--- src/mrs_consts.svh ---
// Offsets, field positions, mode codes and timing counts of the mode/sequencer block.
// Assumes inclusion by bare name from the design file and the bench.
`ifndef MRS_CONSTS_SVH
`define MRS_CONSTS_SVH

// Register byte offsets
`define MRS_OFF_MODE      12'h000
`define MRS_OFF_LEVEL     12'h004
`define MRS_OFF_ROUTE     12'h008
`define MRS_OFF_IRQ       12'h00c
`define MRS_OFF_STATUS    12'h010
`define MRS_OFF_SEQ       12'h014
`define MRS_OFF_RAMP      12'h018
`define MRS_OFF_IQCFG     12'h01c
`define MRS_OFF_CAL0      12'h020
`define MRS_OFF_CAL1      12'h024
`define MRS_OFF_CAL2      12'h028
`define MRS_OFF_TXLOAD    12'h02c
`define MRS_OFF_EVENT     12'h030
`define MRS_OFF_SLOT      12'h034

// Mode field codes
`define MRS_RX_IDLE       4'h1
`define MRS_RX_RAW        4'h2
`define MRS_RX_DMR        4'h3
`define MRS_RX_RAW_ANA    4'h6
`define MRS_RX_DMR_ANA    4'h7
`define MRS_RX_CAL        4'hf
`define MRS_TX_RAW        4'h2
`define MRS_TX_DMR        4'h3
`define MRS_TX_LPF        4'hd
`define MRS_TX_EYE        4'he
`define MRS_TX_PASS       4'hf
`define MRS_CAL_MODE      16'h000f

// IRQ status bits and the transmit-finished enable bit
`define MRS_IRQ_TRANSMIT_FINISHED_IRQ    2
`define MRS_IRQ_FSYNC     3
`define MRS_IRQ_RXFIFO    4
`define MRS_IRQ_EVENT     5
`define MRS_TRANSMIT_FINISHED_IRQ_EN_BIT 2

// Timing: tick of 1/6 symbol at 4800 baud
`define MRS_CLK_HZ        50000000
`define MRS_BAUD          4800
`define MRS_TICK_DIV      6
`define MRS_TICK_CYC      (`MRS_CLK_HZ / (`MRS_BAUD * `MRS_TICK_DIV))
`define MRS_RAW_BYTES     36
`define MRS_SLOT_TICKS    16'd864
`define MRS_CAL_TICKS     16'd64
`define MRS_LPF_SHIFT     4
`define MRS_AGC_HI        16'h6000
`define MRS_AGC_LO        16'h1000
`define MRS_AGC_BIT       2

`endif

--- src/mrs_pkg.sv ---
// Types of the mode/sequencer block.
// Assumes mrs_consts.svh is on the include path.
package mrs_pkg;
  typedef enum logic [4:0] {
    SEQ_IDLE  = 5'b00001,
    SEQ_START = 5'b00010,
    SEQ_RAMPU = 5'b00100,
    SEQ_HOLD  = 5'b01000,
    SEQ_RAMPD = 5'b10000
  } mrs_seq_e;
  typedef struct packed {
    logic [15:0] in1;
    logic [15:0] in2;
  } mrs_pair_s;
endpackage

--- src/mrs_top.sv ---
// Mode routing, transmit sequencer, receive framing and calibration with AXI4-Lite registers.
// Assumes a single 50 MHz clock; demodulator samples and sync hits arrive on the same clock.
`timescale 1ns/100ps
`default_nettype none
`include "mrs_consts.svh"

module mrs_top
  import mrs_pkg::*;
#(
  parameter int TICK_CYC = `MRS_TICK_CYC
) (
  input wire logic mclk,
  input wire logic srst,
  input wire logic [11:0] s_axi_awaddr,
  input wire logic s_axi_awvalid,
  output logic s_axi_awready,
  input wire logic [31:0] s_axi_wdata,
  input wire logic [3:0] s_axi_wstrb,
  input wire logic s_axi_wvalid,
  output logic s_axi_wready,
  output logic [1:0] s_axi_bresp,
  output logic s_axi_bvalid,
  input wire logic s_axi_bready,
  input wire logic [11:0] s_axi_araddr,
  input wire logic s_axi_arvalid,
  output logic s_axi_arready,
  output logic [31:0] s_axi_rdata,
  output logic [1:0] s_axi_rresp,
  output logic s_axi_rvalid,
  input wire logic s_axi_rready,
  input wire mrs_pair_s rx_in,
  input wire logic [15:0] demod_rrc,
  input wire logic sync_hit,
  input wire logic sync_base,
  input wire logic ana_valid,
  input wire logic [7:0] rx_byte,
  output mrs_pair_s aud_out,
  output logic transmit_enable_line,
  output logic receive_enable_line,
  output logic [7:0] power_ramp_converter,
  output logic ramp_out_en,
  output logic lna_on,
  output logic [7:0] ext_gain,
  output logic [7:0] int_gain,
  output logic [7:0] rxf_data,
  output logic rxf_valid,
  output logic rxf_last,
  output logic [7:0] rxf_slot
);
  initial begin
    if (TICK_CYC < 1) $error("TICK_CYC must be at least one");
  end

  // ==========================================================
  // Register file
  logic [15:0] mode_q, level_q, route_q, iqcfg_q, txload_q;
  logic [7:0] irq_q;
  logic [31:0] seq_q, ramp_q;
  logic [15:0] cal_q [3];
  logic [7:0] slot_q;
  logic cal_done_q, cal_busy_q, chan_base_q, dmr_only_q, ana_only_q;
  logic aw_q, w_q;
  logic [11:0] awa_q;
  logic [31:0] wd_q;
  logic wr_go, mode_wr, transmit_finished_irq_set, fs_set, rxf_set, ev_set;
  assign wr_go = aw_q && w_q && !s_axi_bvalid;
  assign mode_wr = wr_go && awa_q == `MRS_OFF_MODE;

  always_ff @(posedge mclk) begin
    if (srst) begin
      aw_q <= 1'b0;
      w_q <= 1'b0;
      awa_q <= 12'h000;
      wd_q <= 32'h0;
      s_axi_bvalid <= 1'b0;
      s_axi_bresp <= 2'b00;
    end else begin
      if (s_axi_awvalid && s_axi_awready) begin
        aw_q <= 1'b1;
        awa_q <= s_axi_awaddr;
      end
      if (s_axi_wvalid && s_axi_wready) begin
        w_q <= 1'b1;
        wd_q <= s_axi_wdata;
      end
      if (wr_go) begin
        aw_q <= 1'b0;
        w_q <= 1'b0;
        s_axi_bvalid <= 1'b1;
        s_axi_bresp <= (awa_q > `MRS_OFF_SLOT || awa_q[1:0] != 2'b00) ? 2'b10 : 2'b00;
      end else if (s_axi_bready) begin
        s_axi_bvalid <= 1'b0;
      end
    end
  end
  assign s_axi_awready = !aw_q && !s_axi_bvalid;
  assign s_axi_wready = !w_q && !s_axi_bvalid;

  always_ff @(posedge mclk) begin
    if (srst) begin
      mode_q <= 16'h0000;
      level_q <= 16'h0000;
      route_q <= 16'h0000;
      iqcfg_q <= 16'h0000;
      seq_q <= 32'h0;
      ramp_q <= 32'h0;
      txload_q <= 16'h0000;
    end else if (wr_go && s_axi_wstrb[0]) begin
      case (awa_q)
        `MRS_OFF_MODE: mode_q <= wd_q[15:0];
        `MRS_OFF_LEVEL: level_q <= wd_q[15:0];
        `MRS_OFF_ROUTE: route_q <= wd_q[15:0];
        `MRS_OFF_IQCFG: iqcfg_q <= wd_q[15:0];
        `MRS_OFF_SEQ: seq_q <= wd_q;
        `MRS_OFF_RAMP: ramp_q <= wd_q;
        `MRS_OFF_TXLOAD: txload_q <= wd_q[15:0];
        default: ;
      endcase
    end
  end

  // Sticky flags, set beats clear (write one to clear)
  always_ff @(posedge mclk) begin
    if (srst) begin
      irq_q <= 8'h00;
    end else begin
      irq_q <= (irq_q & ~((wr_go && awa_q == `MRS_OFF_IRQ) ? wd_q[7:0] : 8'h00))
        | ({7'h0, transmit_finished_irq_set} << `MRS_IRQ_TRANSMIT_FINISHED_IRQ)
        | ({7'h0, fs_set} << `MRS_IRQ_FSYNC)
        | ({7'h0, rxf_set} << `MRS_IRQ_RXFIFO)
        | ({7'h0, ev_set} << `MRS_IRQ_EVENT);
    end
  end

  function automatic logic [31:0] rd_mux(input logic [11:0] a);
    case (a)
      `MRS_OFF_MODE: rd_mux = {16'h0, mode_q};
      `MRS_OFF_LEVEL: rd_mux = {16'h0, level_q};
      `MRS_OFF_ROUTE: rd_mux = {16'h0, route_q};
      `MRS_OFF_IRQ: rd_mux = {24'h0, irq_q};
      `MRS_OFF_STATUS: rd_mux = {27'h0, ana_only_q, dmr_only_q, chan_base_q, cal_busy_q,
        cal_done_q};
      `MRS_OFF_SEQ: rd_mux = seq_q;
      `MRS_OFF_RAMP: rd_mux = ramp_q;
      `MRS_OFF_IQCFG: rd_mux = {16'h0, iqcfg_q};
      `MRS_OFF_CAL0: rd_mux = {16'h0, cal_q[0]};
      `MRS_OFF_CAL1: rd_mux = {16'h0, cal_q[1]};
      `MRS_OFF_CAL2: rd_mux = {16'h0, cal_q[2]};
      `MRS_OFF_TXLOAD: rd_mux = {16'h0, txload_q};
      `MRS_OFF_SLOT: rd_mux = {24'h0, slot_q};
      default: rd_mux = 32'h0;
    endcase
  endfunction

  always_ff @(posedge mclk) begin
    if (srst) begin
      s_axi_rvalid <= 1'b0;
      s_axi_rdata <= 32'h0;
      s_axi_rresp <= 2'b00;
    end else if (s_axi_arvalid && s_axi_arready) begin
      s_axi_rvalid <= 1'b1;
      s_axi_rdata <= rd_mux(s_axi_araddr);
      s_axi_rresp <= (s_axi_araddr > `MRS_OFF_SLOT || s_axi_araddr[1:0] != 2'b00) ? 2'b10 : 2'b00;
    end else if (s_axi_rready) begin
      s_axi_rvalid <= 1'b0;
    end
  end
  assign s_axi_arready = !s_axi_rvalid;

  // ==========================================================
  // Symbol tick and slot timing
  logic [15:0] div_q, tick_cnt_q;
  logic tick;
  assign tick = div_q == 16'(TICK_CYC - 1);
  always_ff @(posedge mclk) begin
    if (srst || tick) div_q <= 16'h0;
    else div_q <= div_q + 16'h1;
  end

  logic [3:0] txm, rxm;
  logic rx_active, slot_end, tx_slot_loaded;
  assign txm = mode_q[7:4];
  assign rxm = mode_q[3:0];
  assign rx_active = (rxm == `MRS_RX_RAW || rxm == `MRS_RX_DMR || rxm == `MRS_RX_RAW_ANA
    || rxm == `MRS_RX_DMR_ANA) && mode_q != `MRS_CAL_MODE;
  assign slot_end = tick && tick_cnt_q == `MRS_SLOT_TICKS - 16'h1;
  assign tx_slot_loaded = txload_q[slot_q[3:0]] && (txm == `MRS_TX_RAW || txm == `MRS_TX_DMR);

  logic synced_q;
  always_ff @(posedge mclk) begin
    if (srst || !rx_active || mode_wr) begin
      synced_q <= 1'b0;
      tick_cnt_q <= 16'h0;
      slot_q <= 8'h00;
      chan_base_q <= 1'b0;
    end else if (!synced_q && sync_hit) begin
      synced_q <= 1'b1;
      tick_cnt_q <= 16'h0;
      chan_base_q <= sync_base;
    end else if (synced_q && tick) begin
      tick_cnt_q <= slot_end ? 16'h0 : tick_cnt_q + 16'h1;
      if (slot_end) slot_q <= slot_q + 8'h01;
    end
  end
  assign fs_set = rx_active && !mode_wr && !synced_q && sync_hit;

  // Combined mode path selection
  always_ff @(posedge mclk) begin
    if (srst || mode_wr) begin
      dmr_only_q <= 1'b0;
      ana_only_q <= 1'b0;
    end else if (rxm == `MRS_RX_DMR_ANA && !dmr_only_q && !ana_only_q) begin
      if (fs_set) dmr_only_q <= 1'b1;
      else if (ana_valid) ana_only_q <= 1'b1;
    end
  end

  // ==========================================================
  // Receive block framing
  logic [5:0] bcnt_q;
  logic out_q, zero_q;
  always_ff @(posedge mclk) begin
    if (srst || !rx_active || ana_only_q) begin
      out_q <= 1'b0;
      zero_q <= 1'b0;
      bcnt_q <= 6'h0;
    end else if (synced_q && slot_end) begin
      out_q <= !tx_slot_loaded;
      zero_q <= tx_slot_loaded;
      bcnt_q <= 6'h0;
    end else if (out_q) begin
      bcnt_q <= bcnt_q + 6'h1;
      if (bcnt_q == 6'(`MRS_RAW_BYTES - 1)) out_q <= 1'b0;
    end else begin
      zero_q <= 1'b0;
    end
  end
  always_ff @(posedge mclk) begin
    if (srst) begin
      rxf_valid <= 1'b0;
      rxf_last <= 1'b0;
      rxf_data <= 8'h00;
      rxf_slot <= 8'h00;
    end else begin
      rxf_valid <= out_q;
      rxf_last <= (out_q && bcnt_q == 6'(`MRS_RAW_BYTES - 1)) || zero_q;
      rxf_data <= rx_byte;
      rxf_slot <= slot_q;
    end
  end
  assign rxf_set = (out_q && bcnt_q == 6'(`MRS_RAW_BYTES - 1)) || zero_q;

  // ==========================================================
  // Output routing
  logic [15:0] lpf_q;
  logic [15:0] sync_pulse;
  function automatic logic [15:0] lvl(input logic [15:0] s, input logic [3:0] g);
    lvl = 16'($signed(s) >>> (4'hf - g));
  endfunction
  assign sync_pulse = (tick_cnt_q == 16'h0) ? 16'h7fff : 16'h0000;
  always_ff @(posedge mclk) begin
    if (srst) lpf_q <= 16'h0;
    else lpf_q <= lpf_q + 16'($signed(rx_in.in2 - lpf_q) >>> `MRS_LPF_SHIFT);
  end
  always_ff @(posedge mclk) begin
    if (srst) begin
      aud_out <= '0;
    end else begin
      case (txm)
        `MRS_TX_LPF: aud_out <= '{16'h0, lvl(lpf_q, level_q[3:0])};
        `MRS_TX_EYE: aud_out <= '{demod_rrc, sync_pulse};
        `MRS_TX_PASS: aud_out <= '{lvl(rx_in.in1, level_q[3:0]),
          lvl(rx_in.in2, level_q[3:0])};
        default: aud_out <= '0;
      endcase
    end
  end
  always_ff @(posedge mclk) begin
    if (srst) receive_enable_line <= 1'b0;
    else receive_enable_line <= rxm != 4'h0 && !(synced_q && tx_slot_loaded);
  end

  // ==========================================================
  // Transmit sequencer
  mrs_seq_e st_q;
  logic [15:0] st_cnt_q;
  logic [7:0] ramp_lvl_q;
  logic bit_en_q;
  always_ff @(posedge mclk) begin
    if (srst) begin
      st_q <= SEQ_IDLE;
      st_cnt_q <= 16'h0;
      bit_en_q <= 1'b0;
    end else if (tick) begin
      st_cnt_q <= st_cnt_q + 16'h1;
      case (st_q)
        SEQ_IDLE: if (synced_q && tx_slot_loaded && tick_cnt_q == {8'h0, seq_q[7:0]}) begin
          st_q <= SEQ_START;
          st_cnt_q <= 16'h0;
          bit_en_q <= txload_q[8 + `MRS_TRANSMIT_FINISHED_IRQ_EN_BIT];
        end
        SEQ_START: if (st_cnt_q == {8'h0, seq_q[15:8]}) begin
          st_q <= SEQ_RAMPU;
          st_cnt_q <= 16'h0;
        end
        SEQ_RAMPU: if (st_cnt_q == {8'h0, seq_q[31:24]}) begin
          st_q <= SEQ_HOLD;
          st_cnt_q <= 16'h0;
        end
        SEQ_HOLD: if (st_cnt_q == {8'h0, seq_q[23:16]}) begin
          st_q <= SEQ_RAMPD;
          st_cnt_q <= 16'h0;
        end
        SEQ_RAMPD: if (st_cnt_q == {8'h0, seq_q[31:24]}) st_q <= SEQ_IDLE;
        default: st_q <= SEQ_IDLE;
      endcase
    end
  end
  always_ff @(posedge mclk) begin
    if (srst) begin
      transmit_enable_line <= 1'b0;
      ramp_out_en <= 1'b0;
      ramp_lvl_q <= 8'h00;
    end else begin
      transmit_enable_line <= st_q != SEQ_IDLE;
      ramp_out_en <= st_q != SEQ_IDLE;
      if (st_q == SEQ_IDLE || st_q == SEQ_START) ramp_lvl_q <= ramp_q[7:0];
      else if (tick && st_q == SEQ_RAMPU && ramp_lvl_q != ramp_q[15:8]) ramp_lvl_q <= ramp_lvl_q + 8'h01;
      else if (tick && st_q == SEQ_RAMPD && ramp_lvl_q != ramp_q[7:0]) ramp_lvl_q <= ramp_lvl_q - 8'h01;
    end
  end
  assign power_ramp_converter = ramp_lvl_q;
  assign transmit_finished_irq_set = transmit_enable_line && st_q == SEQ_IDLE && bit_en_q;

  // ==========================================================
  // Gain control and calibration
  logic [15:0] cal_cnt_q;
  logic [15:0] acc_q;
  logic [7:0] agc_q;
  always_ff @(posedge mclk) begin
    if (srst) begin
      agc_q <= 8'h80;
    end else if (tick) begin
      if (rx_in.in1 > `MRS_AGC_HI && agc_q != 8'h00) agc_q <= agc_q - 8'h01;
      else if (rx_in.in1 < `MRS_AGC_LO && agc_q != 8'hff) agc_q <= agc_q + 8'h01;
    end
  end
  always_ff @(posedge mclk) begin
    if (srst) begin
      int_gain <= 8'h00;
      ext_gain <= 8'h00;
      lna_on <= 1'b0;
    end else begin
      int_gain <= iqcfg_q[`MRS_AGC_BIT] ? route_q[15:8] : agc_q;
      ext_gain <= iqcfg_q[`MRS_AGC_BIT] ? route_q[7:0] : agc_q;
      lna_on <= mode_q != `MRS_CAL_MODE;
    end
  end
  always_ff @(posedge mclk) begin
    if (srst) begin
      cal_busy_q <= 1'b0;
      cal_done_q <= 1'b0;
      cal_cnt_q <= 16'h0;
      acc_q <= 16'h0;
      cal_q <= '{16'h0, 16'h0, 16'h0};
    end else if (mode_wr && wd_q[15:0] == `MRS_CAL_MODE) begin
      cal_busy_q <= 1'b1;
      cal_done_q <= 1'b0;
      cal_cnt_q <= 16'h0;
      acc_q <= 16'h0;
    end else if (cal_busy_q && tick) begin
      acc_q <= acc_q + (rx_in.in1 >>> 6) + (rx_in.in2 >>> 6);
      cal_cnt_q <= cal_cnt_q + 16'h1;
      if (cal_cnt_q == `MRS_CAL_TICKS - 16'h1) begin
        cal_busy_q <= 1'b0;
        cal_done_q <= 1'b1;
        cal_q <= '{rx_in.in1, rx_in.in2, acc_q};
      end
    end
  end
  assign ev_set = cal_busy_q && tick && cal_cnt_q == `MRS_CAL_TICKS - 16'h1;

  // ==========================================================
  // Checks
  a_transmit_finished_irq_flag: assert property (@(posedge mclk) disable iff (srst)
    transmit_finished_irq_set |=> irq_q[`MRS_IRQ_TRANSMIT_FINISHED_IRQ]) else $error("finished flag missing");
  a_ramp_gate: assert property (@(posedge mclk) disable iff (srst)
    ramp_out_en == transmit_enable_line) else $error("ramp active without enable");
  a_idle_reset: assert property (@(posedge mclk) disable iff (srst)
    rxm == `MRS_RX_IDLE |=> !synced_q) else $error("sync kept in idle");
  a_mode_restart: assert property (@(posedge mclk) disable iff (srst)
    mode_wr |=> slot_q == 8'h00 && !synced_q) else $error("rewrite kept slot");
  a_lna_cal: assert property (@(posedge mclk) disable iff (srst)
    mode_q == `MRS_CAL_MODE |=> !lna_on) else $error("lna on in calibration");
  a_cal_event: assert property (@(posedge mclk) disable iff (srst)
    ev_set |=> cal_done_q && irq_q[`MRS_IRQ_EVENT]) else $error("cal done lost");
  a_zero_block: assert property (@(posedge mclk) disable iff (srst)
    zero_q |-> !out_q) else $error("data in suppressed slot");
  a_fs_irq: assert property (@(posedge mclk) disable iff (srst)
    fs_set |=> synced_q && irq_q[`MRS_IRQ_FSYNC]) else $error("sync irq missing");
  a_gain_manual: assert property (@(posedge mclk) disable iff (srst)
    iqcfg_q[`MRS_AGC_BIT] |=> int_gain == $past(route_q[15:8]))
    else $error("manual gain ignored");
  c_tx_burst: cover property (@(posedge mclk) st_q == SEQ_RAMPD);
  c_raw_block: cover property (@(posedge mclk) rxf_last && rxf_valid);
  c_cal_done: cover property (@(posedge mclk) ev_set);
endmodule
`default_nettype wire

--- config.mk ---
export PLATFORM = sky130hd
export DESIGN_NAME = mrs_top
export DESIGN_NICKNAME = d
export VERILOG_FILES = /design/src/mrs_pkg.sv /design/src/mrs_top.sv
export VERILOG_INCLUDE_DIRS = /design/src /design/src/src
export SDC_FILE = /design/constraint.sdc
export NUM_CORES = 1
export LEC_CHECK = 0
export CAP_MARGIN = 20
export CORE_AREA = 2 2 320 259
export CTS_CLUSTER_DIAMETER = 100
export DETAILED_ROUTE_END_ITERATION = 8
export DIE_AREA = 0 0 322 261
export DONT_BUFFER_PORTS = 1
export GPL_TIMING_DRIVEN = 0
export PLACE_DENSITY = 0.47
export SYNTH_ARGS = -nofsm -noshare
export SYNTH_HDL_FRONTEND = slang
export SYNTH_SLANG_ARGS = --single-unit
--- constraint.sdc ---
create_clock -name mclk -period 4.3 [get_ports mclk]
set_clock_uncertainty 0.05 [all_clocks]
set_input_delay 0.215 -clock mclk [delete_from_list [all_inputs] [get_ports mclk]]
set_output_delay 0.215 -clock mclk [all_outputs]
set_load 0.02 [all_outputs]
== Word-level counts from Yosys, hierarchy flattened ==
Cells that the tools add are included.

* Eq/ne operators: 53
* $add $sub $neg: 15
* Shift-type cells: 3
* Magnitude comparators: 5
* Multiplexer cells: 39
* Bitwise gates (word level): 9
* Reduce and logical (&&, ||, !) cells: 93

{| class="wikitable"
|+ Operators by type and width
! cell !! count
|-
| 32-bit case mux with 13 select lines || 1
|-
| 32-bit case mux with 3 select lines || 1
|-
| 12-bit by 5-bit equality test with 1-bit output (second input constant) || 7
|-
| 16-bit 2-to-1 mux || 5
|-
| 12-bit by 6-bit equality test with 1-bit output (second input constant) || 6
|-
| 16-bit by 1-bit adder with 16-bit output (second input constant) || 4
|-
| 16-bit by 8-bit equality test with 1-bit output || 4
|-
| 8-bit 2-to-1 mux || 8
|-
| 16-bit case mux with 4 select lines || 1
|-
| 12-bit by 4-bit equality test with 1-bit output (second input constant) || 4
|-
| 16-bit by 4-bit >>> shifter with 16-bit output || 3
|-
| 1-bit logical AND || 36
|-
| 16-bit by 10-bit adder with 16-bit output || 2
|-
| 5-bit 2-to-1 mux || 5
|-
| 5-bit case mux with 5 select lines || 1
|-
| 8-bit by 1-bit adder with 8-bit output (second input constant) || 3
|-
| 12-bit by 3-bit equality test with 1-bit output (second input constant) || 2
|-
| 12-bit by 6-bit greater-than comparator with 1-bit output (second input constant) || 2
|-
| 12-bit zero test || 2
|-
| 2-bit AND reduction || 11
|-
| 16-bit adder || 1
|-
| 16-bit by 10-bit equality test with 1-bit output (second input constant) || 1
|-
| 16-bit by 11-bit equality test with 1-bit output (second input constant) || 1
|-
| 16-bit by 4-bit equality test with 1-bit output (second input constant) || 1
|-
| 44 further kinds || 105
|}

* Input bits: 126
* Register bits after elaboration: 493
* Logic and storage cells: 268

== Longest topological paths before layout ==
* Word-level depth: 11
* Gate-level depth with buffers: 17

== Least setup slack after synthesis ==
No wires, ideal clock.

* Path type: flip-flop to flip-flop
* From: reg lpf_q[9]
* To: reg lpf_q[15]
* Arrival: 3.457 ns
* Slack: 0.678 ns
* Clock period less this slack: 3.622 ns
* Library setup time: 0.115 ns
* Buffers on the path: 0
* Cell stages (with the launch flop): 18
* Cells stage by stage: dfxtp_1 -> inv_1 -> ha_1 -> a211o_1 -> nor3_1 -> o211ai_1 -> a311oi_1 -> o21bai_1 -> a21oi_1 -> xnor2_1 -> ha_1 -> a21o_1 -> a31o_2 -> nor2_1 -> a21oi_1 -> o41ai_1 -> xnor3_1 -> and2_1

* Longest elaborated chain between the ends: 2

{| class="wikitable"
|+ RTL lines
! element !! RTL line !! text
|-
| start, declared || mrs_top.sv:255 || <nowiki>logic [15:0] lpf_q;</nowiki>
|-
| start signal, assigned || mrs_top.sv:263 || <nowiki>else lpf_q <= lpf_q + 16'($signed(rx_in.in2 - lpf_q) >>> `MRS_LPF_SHIFT);</nowiki>
|-
| 16-bit subtractor || mrs_top.sv:263 ||
|-
| 16-bit adder * || mrs_top.sv:263 ||
|}

Every way passes the cells marked *; elsewhere a longest branch is shown, timed or not.
A chain may end at the register's enable or synchronous reset.

== Worst setup path after layout ==
* From: reg lpf_q[2]
* To: reg lpf_q[15]

The elaborated chain is that of the path after synthesis.

==> out/metrics.yaml <==
yosysTopAreaCell: "dfxtp_1"
drc: 0
vias_per_cell: 5.20
finalInstanceArea_um2: 28500
timing_hold_violations_final: 0
nNetsFinal: 3340
synthToLayoutAreaGrowth_pct: 18.3
yosysSeqAreaShare_pct: 40.8
antenna_found_initial: 8
slew_headroom_pct: 21.6
whs_path_depth: 4
status: "complete, no violations"
leakagePower_uw: 0.0100
crit_path_max_incr_delay_ns: 0.41
crit_slowest_cell: "o41ai_2"
numCtsBuffers: 56
cts_sinks: 491
period_minus_slack_ns: 4.17
cts_tree: "yes"
post_synth_instance_area_um2: 24100
dpl_cell_area_um2: 25500
ys_types: 86
maxCapViolCount: 0
r2r-end: "lpf_q[15]"
cts.reportedPaths.clkPinSlew_ns: 0.07
ant_nets: 0
async_flop_share_pct: 0
clk_path_buf_depth: 3
vdd_drop_max_mv: 0.252
die_area_um2: 84000
cts_root_buf: "clkbuf_16"
start_util_pct: 29.7
startpoint_type: "flip-flop"
vias: 22054
rrSetupSlack_ns: 0.13
syn_inst: 2964
drt_iter0_drc: 2294
path_max_fanout: 6
track_usage_pct: 22.5
numPortBuffers: 0
ys.flop_type: "dfxtp_1"
ys_ff_latch: 491
fin_ws_ns: 0.131
fmax_mhz: 240
grt_pass1_wl_um: 140000
io_pins: 245
min_path_type: "input port to flip-flop"
worstPathCellList: "inv_1 -> ha_1 -> a21o_1 -> a31oi_2 -> o211ai_1 -> a311oi_1 -> o21bai_1 -> a21oi_2 -> xnor2_1 -> ha_2 -> a21o_1 -> a31o_2 -> nor2_1 -> a21oi_1 -> o41ai_2 -> xnor3_1 -> and2_1"
first_global_vias: 20678
r2r-start: "lpf_q[2]"
crit_required_ns: 4.77
grt_max_degree: 14
core_area_um2: 81200
dpl.hpwl_um: 73900
post-synth-top-count-cell: "nand2_1"
dp_worst_setup_slack_ns: 0.127
routed_wl_um: 97400
drv_slew: 0
r2r_cells: 17
grt_overflow: 0
min_to: "txload_q[15]"
p_total_uw: 12200
cp.arrival_ns: 4.64
place_congestion: 0.934
finalSetupViolCount: 0
final.setup.tns_ns: 0
min_from: "s_axi_wstrb[0]"
critical_path_class: "flip-flop to flip-flop"
clk_latency_ns: 0.64
drive_above_1_share_pct: 6.66
final_util_pct: 35.1
htreeDepth: 2
crit_path_end_kind: "flip-flop"
syn_area_per_cell_um2: 8.12
synth_edf_count: 0
rows: 94
yosys_warnings: 0
crit_top_cell: "a21o_1"
tightest_slew_ns: 1.17
avgRoutedWirePerCell_um: 22.9
dr.pass1.iters: 9
netlist.area_leader.share_pct: 40.8
die_w_um: 322
synth_area_leaders: "dfxtp_1 41%, nand2_1 9.9%, a21oi_1 7.7%, nor2_1 4.2%, mux2i_1 3.7%"
die_y_um: 261
synthTopCellsByCount: "634 x nand2_1, 491 x dfxtp_1, 370 x a21oi_1"
postCtsSetupBuffers: 0
power_density_nw_per_um2: 427
fin_crit_sh_pct: 97.0
## cell type report
type / count / area [um^2]
diodes: 1 / 2.50
multi-input cells: 2214 / 13200
clock buffers: 78 / 1580
clock inverters: 24 / 265
inverters: 63 / 236
well taps: 1056 / 1320
repair buffers: 118 / 1200
fillers: 8564 / 52700
plain buffers: 197 / 830
flip-flops and latches: 491 / 9830
## cells in the final DEF (no fill, tap or decap), types with 16 or more instances in the layout
cell,count
a211oi_1,21
a21o_1,16
a21oi_1,369
a22oi_1,58
a31oi_1,20
and3_1,23
buf_1,16
buf_2,28
clkbuf_1,156
clkbuf_16,57
dfxtp_1,488
dlygate4sd3_1,114
ha_1,57
inv_1,63
mux2_2,21
mux2i_1,88
nand2_1,634
nand2b_1,19
nand3_1,48
nand4_1,32
nor2_1,270
nor2b_1,29
nor3_1,37
nor4_1,31
o211ai_1,20
o21ai_0,45
xnor2_1,57
xor2_1,93
## what timing repair did
| item | in CTS | in global routing |
|---|---|---|
| hold buffers | 114 | 0 |
| endpoints found under the hold margin | 118 | 0 |
| endpoints found under the setup margin | 0 | 1 |
| gates resized for setup | 0 | 9 |
## logic make-up after synthesis
kind of cell / after synthesis / share of synthesized area [%]
mux: 123 / 5.95
compound gates: 647 / 16.1
xor+xnor: 151 / 5.55
simple gates: 1218 / 22.8
fa+ha+maj: 73 / 4.23
flops: 491 / 40.8
other cells: 1 / 0.0156
buf+inv: 260 / 4.43
## per-stage QoR
step                      hold slack, ns  instances
after floorplan                    0.265       2965
after global placement             0.267       4021
after detailed placement           0.271       4025
after CTS                       0.000519       4241
after global routing              0.0442       4241
final                             0.0306       4242
## routing by layer
| layer | share of wire (%) | track usage, % | vias to the layer above | routed length, um |
|---|---|---|---|---|
| met1 | 47 | 32.7 | 10505 | 45900 |
| met3 | 9.5 | 6.19 | 148 | 9280 |
| met2 | 41 | 32.5 | 805 | 39700 |
| li1 | - | - | 10592 | - |
| met4 | 2.5 | 5.79 | 4 | 2410 |
| met5 | 0.028 | 0 | - | 27 |
## state kept, by name, indices dropped and copies added, names as in the netlist, 12 cells and up
register and cells:
cal_q 48, aud_out 32, ramp_q 32, s_axi_rdata 32, seq_q 32, wd_q 32
acc_q 16, cal_cnt_q 16, div_q 16, iqcfg_q 16, level_q 16, lpf_q 16
mode_q 16, route_q 16, st_cnt_q 16, tick_cnt_q 16, txload_q 16, awa_q 12
## critical path: cells and delay by family (launching register included)
family / cells / cell delay [ns]
flops: 1 / 0.38
compound gates: 10 / 2.28
simple gates: 2 / 0.25
xor+xnor: 2 / 0.39
buf+inv: 1 / 0.06
fa+ha+maj: 2 / 0.64
## worst max path at each step
stage / from / to / cells after the start
global placement: lpf_q[9] / lpf_q[15] / 17
finish: lpf_q[2] / lpf_q[15] / 17
detailed placement: lpf_q[9] / lpf_q[15] / 17
floorplan: lpf_q[9] / lpf_q[15] / 17
CTS: lpf_q[9] / lpf_q[15] / 17
global route: lpf_q[2] / lpf_q[15] / 17
## report_power, final
part	switching, uW	internal (uW)
combinational	1450	1000
sequential	114	4670
clock	2070	2850
No activity file was read; power rests on OpenSTA's default activity.
